### src/hdl/drsr_cfg.svh
// drsr_cfg.svh: sizes and encodings for the recirculating shift register
// assumes: included by the package and design files by bare name
`ifndef DRSR_CFG_SVH
`define DRSR_CFG_SVH

// =====================================
// register lengths
`define DRSR_DUAL_LEN 1024
`define DRSR_SINGLE_LEN 2048

// =====================================
// variant codes
`define DRSR_VAR_DUAL 2'h0
`define DRSR_VAR_DUAL_IN 2'h1
`define DRSR_VAR_SINGLE 2'h2

// =====================================
// phase encoding of the phase strobe bundle
`define DRSR_PH_NONE 2'h0
`define DRSR_PH_ONE 2'h1
`define DRSR_PH_TWO 2'h2
`define DRSR_PH_BOTH 2'h3

`endif

### src/hdl/drsr_pkg.sv
// drsr_pkg.sv: types shared by the shift register files
// assumes: drsr_cfg.svh on the include path
`include "drsr_cfg.svh"

package drsr_pkg;
    // =====================================
    // variant select
    typedef enum logic [1:0] {
        DRSR_DUAL = 2'b00,
        DRSR_DUAL_IN = 2'b01,
        DRSR_SINGLE = 2'b10
    } drsr_variant_t;

    // =====================================
    // per-register input bundle
    typedef struct packed {
        logic data_in_one;
        logic data_in_two;
        logic input_source_choice;
    } drsr_lane_in_t;

    // =====================================
    // two-phase strobes: [0] phase one, [1] phase two
    typedef struct packed {
        logic ph2;
        logic ph1;
    } drsr_phase_t;
endpackage

### src/hdl/drsr_top.sv
// drsr_top.sv: two-lane recirculating dynamic shift register
// assumes: phase strobes are synchronous one-cycle enables; both set is flagged and ignored
`timescale 1ns/100ps
`include "drsr_cfg.svh"

module drsr_top #(
    parameter drsr_pkg::drsr_variant_t VARIANT = drsr_pkg::DRSR_DUAL,
    parameter int LANE_LEN = `DRSR_DUAL_LEN
) (
    input wire logic clk,
    input wire logic nrst,
    input drsr_pkg::drsr_phase_t phase,
    input wire logic recirc_or_load_select,
    input drsr_pkg::drsr_lane_in_t lane_a,
    input drsr_pkg::drsr_lane_in_t lane_b,
    output logic out_a,
    output logic out_b,
    output logic phase_clash
);
    import drsr_pkg::*;

    localparam int LEN = (VARIANT == DRSR_SINGLE) ? `DRSR_SINGLE_LEN : LANE_LEN;
    localparam int HALF = LEN / 2;

    initial begin
        if (LEN < 4 || (LEN % 2) != 0) begin
            $error("drsr_top: length must be even and at least 4");
        end
    end

    logic en1;
    logic en2;
    logic fb_a;
    logic fb_b;
    logic in_a;
    logic in_b;
    logic out_a_q;
    logic out_b_q;
    logic clash_q;

    // phase one and phase two as enables on one system clock
    assign en1 = phase.ph1 & ~phase.ph2;
    assign en2 = phase.ph2 & ~phase.ph1;

    // =====================================
    // entered bit selection
    function automatic logic pick_bit(input drsr_lane_in_t li, input logic recirc,
                                      input logic fb);
        logic src;
        src = (VARIANT == DRSR_DUAL_IN && li.input_source_choice) ?
              li.data_in_two : li.data_in_one;
        return recirc ? fb : src;
    endfunction

    assign in_a = pick_bit(lane_a, recirc_or_load_select, fb_a);
    assign in_b = pick_bit(lane_b, recirc_or_load_select, fb_b);

    // =====================================
    // lanes; two interleaved halves each
    logic [1:0] ha_out;
    logic [1:0] hb_out;

    // half 0 captures on phase one, half 1 on phase two
    drsr_half #(.LEN(HALF)) u_a0 (
        .clk(clk), .nrst(nrst), .cap_en(en1), .xfer_en(en2),
        .bit_in(in_a), .bit_out(ha_out[0])
    );
    drsr_half #(.LEN(HALF)) u_a1 (
        .clk(clk), .nrst(nrst), .cap_en(en2), .xfer_en(en1),
        .bit_in(in_a), .bit_out(ha_out[1])
    );

    generate
        if (VARIANT != DRSR_SINGLE) begin : g_lane_b
            drsr_half #(.LEN(HALF)) u_b0 (
                .clk(clk), .nrst(nrst), .cap_en(en1), .xfer_en(en2),
                .bit_in(in_b), .bit_out(hb_out[0])
            );
            drsr_half #(.LEN(HALF)) u_b1 (
                .clk(clk), .nrst(nrst), .cap_en(en2), .xfer_en(en1),
                .bit_in(in_b), .bit_out(hb_out[1])
            );
        end else begin : g_no_b
            assign hb_out = 2'h0;
        end
    endgenerate

    // feedback is the bit currently presented at the output
    assign fb_a = out_a_q;
    assign fb_b = out_b_q;

    // =====================================
    // output: on each phase, present the half that entered on it
    always_ff @(posedge clk or negedge nrst) begin
        if (!nrst) begin
            out_a_q <= 1'b0;
            out_b_q <= 1'b0;
        end else if (en1) begin
            out_a_q <= ha_out[0];
            out_b_q <= hb_out[0];
        end else if (en2) begin
            out_a_q <= ha_out[1];
            out_b_q <= hb_out[1];
        end
    end

    // =====================================
    // flag illegal overlap; both phases ignored then (data held)
    always_ff @(posedge clk or negedge nrst) begin
        if (!nrst) begin
            clash_q <= 1'b0;
        end else begin
            clash_q <= phase.ph1 & phase.ph2;
        end
    end

    assign out_a = out_a_q;
    assign out_b = out_b_q;
    assign phase_clash = clash_q;
endmodule // drsr_top

### src/hdl/drsr_half.sv
// drsr_half.sv: one half-register, master/slave cells in a delay line
// assumes: phase strobes are one-cycle enables from the parent
`timescale 1ns/100ps
`include "drsr_cfg.svh"

module drsr_half #(
    parameter int LEN = 512
) (
    input wire logic clk,
    input wire logic nrst,
    input wire logic cap_en,
    input wire logic xfer_en,
    input wire logic bit_in,
    output logic bit_out
);
    import drsr_pkg::*;

    // no reset on slave_q storage, like the charge nodes it models; master_q is reset
    logic [LEN-1:0] slave_q;
    logic master_q;

    initial begin
        if (LEN < 2) begin
            $error("drsr_half: LEN below 2");
        end
    end

    // =====================================
    // capture into first stage on own phase
    always_ff @(posedge clk or negedge nrst) begin
        if (!nrst) begin
            master_q <= 1'b0;
        end else if (cap_en) begin
            master_q <= bit_in;
        end
    end

    // =====================================
    // move to second stage on the other phase
    always_ff @(posedge clk) begin
        if (xfer_en) begin
            slave_q <= {slave_q[LEN-2:0], master_q};
        end
    end

    assign bit_out = slave_q[LEN-1];
endmodule // drsr_half

### config.mk
export PLATFORM = sky130hd
export DESIGN_NAME = drsr_top
export DESIGN_NICKNAME = d
export VERILOG_FILES = /design/src/hdl/drsr_pkg.sv /design/src/hdl/drsr_top.sv /design/src/hdl/drsr_half.sv
export VERILOG_INCLUDE_DIRS = /design/src /design/src/hdl
export SDC_FILE = /design/constraint.sdc
export NUM_CORES = 1
export LEC_CHECK = 0
export ABC_AREA = 0
export BUFFER_PORTS_ARGS = -buffer_cell sky130_fd_sc_hd__buf_2
export CORE_MARGIN = 2
export CORE_UTILIZATION = 54
export CTS_CLUSTER_DIAMETER = 30
export DETAILED_ROUTE_END_ITERATION = 12
export GPL_ROUTABILITY_DRIVEN = 0
export HOLD_SLACK_MARGIN = 0.05
export PLACE_DENSITY = 0.67
export SKIP_CTS_REPAIR_TIMING = 1
export SLEW_MARGIN = 5
export SYNTH_ARGS = -nofsm -noshare
export SYNTH_HDL_FRONTEND = slang
export SYNTH_SLANG_ARGS = --single-unit
### constraint.sdc
create_clock -name clk -period 1.92 [get_ports clk]
set_input_delay 0.192 -clock clk [delete_from_list [all_inputs] [get_ports clk]]
set_output_delay 0.192 -clock clk [all_outputs]
set_load 0.02 [all_outputs]
# Word level (Yosys, flattened, before mapping)
# Index checks and enable logic that the tools add are counted.
# word_totals
word_cells	23
n_memories	0
ff_bits	2055
out_inout_bits	3
ram_bits	0
latch_bits	0
romBits	0
# classes
add_sub_neg	0
reduce_logical	1
magnitude_cmp	0
bitwise	5
eq_ne	0
n_mux	6
mul	0
div_mod_pow	0
shifts	0
# op_table
operator	n
$mux W1	6
$and A1 B1 Y1	3
$not A1 Y1	2
$reduce_bool A2 Y1	1

# Longest topological paths before layout
# depth
depth_word	4
mapped_depth	4
mapped_depth_nobuf	4

# Cells and area by module
# A second synthesis with hierarchy kept.
# unflattened
cells_unflattened	2073
area_unflattened_um2	61851.8
# by_module_without_submodules
mod	instances	cells_per_inst	area_each_um2
drsr_half	4	514	15414.8
drsr_top	1	17	192.7

# Worst setup path after synthesis
# OpenSTA, ideal clock, no wires.
# synth_path
path_type	input port to flip-flop
start	in phase[0] (netlist bit)
end	reg g_lane_b.u_b0.slave_q[0] (enable)
path_buffers	0
slack_ns	-23.191
setup_ns	1.541
path_stages	2
arrival_ns	23.569
t_required_ns	0.379
cell_sequence	inv_1 -> ha_1
# synth_between
elab_chain_cells	2
# synth_lines
item	line_no	rtl
from (decl)	drsr_top.sv:12	input drsr_pkg::drsr_phase_t phase,
$not A1 Y1	drsr_top.sv:43	assign en2 = phase.ph2 & ~phase.ph1;
$and A1 B1 Y1	drsr_top.sv:43	
net en2	drsr_top.sv:32	logic en2;
to (signal assigned)	drsr_half.sv:42	slave_q <= {slave_q[LEN-2:0], master_q};
to (decl)	drsr_half.sv:19	logic [LEN-1:0] slave_q;
# The timed path passes the listed nets, and every way through them passes these cells.
# A chain may end at the register's enable or synchronous reset.

# Worst setup path after layout
# layout_path
start	reg out_b_q (netlist: out_b)
end	out out_b
# layout_lines
item	line_no	rtl
from (decl)	drsr_top.sv:38	logic out_b_q;
from (signal assigned)	drsr_top.sv:100	out_b_q <= hb_out[0];
from (signal assigned)	drsr_top.sv:103	out_b_q <= hb_out[1];
to (decl)	drsr_top.sv:17	output logic out_b,
# No word-level cell between the ends.

==> results.ini <==
[outcome]
run_status=completed

[drt]
drt-initial-drc-count=1965
antenna_left=0
post_drt_via_cell_ratio=4.91
drt-pass1-iter-count=5
routed_wire_length_per_instance_um=18.1
via_count=21000
detail_route.wirelength_um=77100
route.detailed.drc=0

[floorplanning]
rows=124
io-pin-count=14
die_area_sq_um=117000
die_height_um=342
core_sq_um=114000
effective_utilization_at_floorplan=0.543
die_x_um=342

[place]
post-dp-hpwl_um=28700
numPortBuffers=9
dp_worst_setup_slack_ns=0.208

[critical_path]
critPathMaxStageDelay_ns=0.41
worst-setup-path-type=flop to output pin
worst-endpoint-required_ns=1.73
critical_path.cell_chain=buf_2
cp_num_cells=1
crit_slowest_cell=sky130_fd_sc_hd__dfrtp_1
endpoint_kind=output pin
element_type_at_the_critical_path_start=flop
cell_depth_of_the_worst_flop_to_flop_path=3
start_of_the_worst_register_to_register_path=out_b$_DFFE_PN0P_
reg2reg_slack_ns=0.56
crit_arrival_ns=1.45
cp_top_family=flip-flops
critical_path.n_buffers_inverters=1
critical_path_peak_fanout=3
worst_r2r_end=g_lane_b.u_b1.master_q$_DFFE_PN0P_

[synth]
synth_seq_area_share=0.998
post_synthesis_cell_type_count=9
synthesis.area_per_instance_sq_um=29.8
count_of_warnings_emitted_by_yosys=0
synthesis.area_sq_um=61800
syn_nets=2092
synth_cells=2077
ys_ff_latch=2055

[power_and_ir_drop]
cellPowerDensity_nw_per_um2=1480
power.net_switching_w=0.0219
finalPower_w=0.113
sequentialPowerShare=0.460
vdd_drop_max_mv=1.23
power.share.combinational=0.010
p_clk_frac=0.530
swShare=0.195
leakage_nw=25.4
intPower_w=0.0907

[final_layout]
layout-drive-gt1-share=0.227
syn_to_final_growth_pct=23.5
num_antenna_cells=0
leading_cell_type_in_the_layout_fill_and_taps_excluded=sky130_fd_sc_hd__edfxtp_1
fin_nets=2519
final_util=0.670
most-common-layout-cells=sky130_fd_sc_hd__edfxtp_1, sky130_fd_sc_hd__clkbuf_16, sky130_fd_sc_hd__bufinv_16

[timing]
setup_total_negative_slack_ns=0
grt_setup_unrepaired=no
fmaxAchievable_mhz=610
tightestPinTransition_ns=0.500
worst_slack_ns=0.280
finalHoldViolCount=0
finalWorstPathRequiredPeriod_ns=1.64
hold_ws_ns=0.269
clock_skew_ns=0.0455
setup_viol_count_final=0
period_utilization_post_route=0.854
final_max_slew_viol_count=0
slew_headroom=0.667

[grt]
global_route_wire_length_before_repair_um=121000
total_overflow_reported_by_the_global_router=0
pin_count_of_the_biggest_net_entering_global_routing=100
grt_antenna_before_repair=0
grt_use_total=0.133
first_global_vias=21600

[clocking]
cts_tree=done
cts-buffers-inserted=339
cts-root-to-sink-buffers=4
ctsHtreeMaxLevel=5
insertion_delay_ns=0.87
path_clk_slew_ns=0.05
cts.root.buffer_cell=sky130_fd_sc_hd__clkbuf_16
clock_sinks=2055

[job]
max_cap_check_violation_count=0

[worst_hold_path]
endpoint_of_the_worst_hold_timing_path=u_a0.master_q$_DFFE_PN0P_
hold_path_startpoint=recirc_or_load_select
worstHoldPathCells=4
holdCritPathClass=input pin to flop

-- synth_stat cells, drive strengths merged --
library cell	count	area, sq um
inv	2	7.51
dfrtp	7	175
o21ai	2	10.0
mux2i	4	40.0
edfxtp	2048	61500
ha	4	50.1
a21oi	4	20.0
nor2	4	15.0
nand2	2	7.51
-- worst max path at each step --
stage,from,endpoint,slack [ns]
after floorplan,phase[1],g_lane_b.u_b1.slave_q[0]$_DFFE_PP_,-6.07
after global placement,phase[1],u_a0.slave_q[270]$_DFFE_PP_,0.26
after detailed placement,phase[1],g_lane_b.u_b0.slave_q[144]$_DFFE_PP_,0.21
after CTS,out_a$_DFFE_PN0P_,out_a,0.20
after global routing,out_b$_DFFE_PN0P_,out_b,0.20
final,out_b$_DFFE_PN0P_,out_b,0.28
-- registers in the layout (all words and copies together), names as in the netlist --
name,flops
g_lane_b.u_b0.master_q,1
u_a0.slave_q,512
out_a,1
u_a1.master_q,1
u_a1.slave_q,512
u_a0.master_q,1
g_lane_b.u_b1.master_q,1
out_b,1
phase_clash,1
g_lane_b.u_b0.slave_q,512
g_lane_b.u_b1.slave_q,512
-- metrics by stage --
| step | cells | instance area [sq um] |
|---|---|---|
| 2_1_floorplan | 2077 | 61900 |
| 3_3_place_gp | 3666 | 64800 |
| 3_5_place_dp | 3666 | 64800 |
| 4_1_cts | 4260 | 76200 |
| 5_1_grt | 4269 | 76300 |
| 6_report | 4269 | 76300 |
-- routing by layer --
layer,vias up,global-route usage,share of wire
met5,-,0,0
met4,0,0.0622,0.024
met3,163,0.0435,0.052
met2,456,0.168,0.42
met1,10800,0.210,0.51
li1,9504,-,-
-- cells by family (layout without fill, tap and decap cells) --
logic type | after synthesis | after routing | synth area share
multiplexers | 4 | 4 | 0.000648
adder cells (fa/ha/maj) | 4 | 4 | 0.000810
flip-flops | 2055 | 2055 | 0.998
AND/OR/NAND/NOR | 6 | 6 | 0.000364
buffers and inverters | 2 | 682 | 0.000121
AO/OA/AOI/OAI | 6 | 6 | 0.000486
-- worst register-to-register path, delay by kind of cell (launching register included) --
kind / cells / cell delay, ns
flops: 1 / 0.41
mux: 1 / 0.14
compound gates: 1 / 0.08
buf+inv: 1 / 0.59
-- layout make-up --
class	count	area, sq um
Sequential cell	2055	61700
Fill cell	6806	37500
Clock buffer	370	8710
Clock inverter	224	2730
Tap cell	1512	1890
Timing Repair Buffer	86	1150
Multi-Input combinational cell	20	168
Inverter	2	27.5
-- power by group through the flow --
stage / clock (W) / combinational (W) / sequential, W
after floorplan: 0 / 0.000632 / 0.0529
after global placement: 0 / 0.00105 / 0.0526
after detailed placement: 0 / 0.00113 / 0.0526
after CTS: 0.0613 / 0.00111 / 0.0518
after global routing: 0.0634 / 0.00124 / 0.0519
final: 0.0598 / 0.00111 / 0.0518
Note: power is estimated with default switching activity, not from simulation.
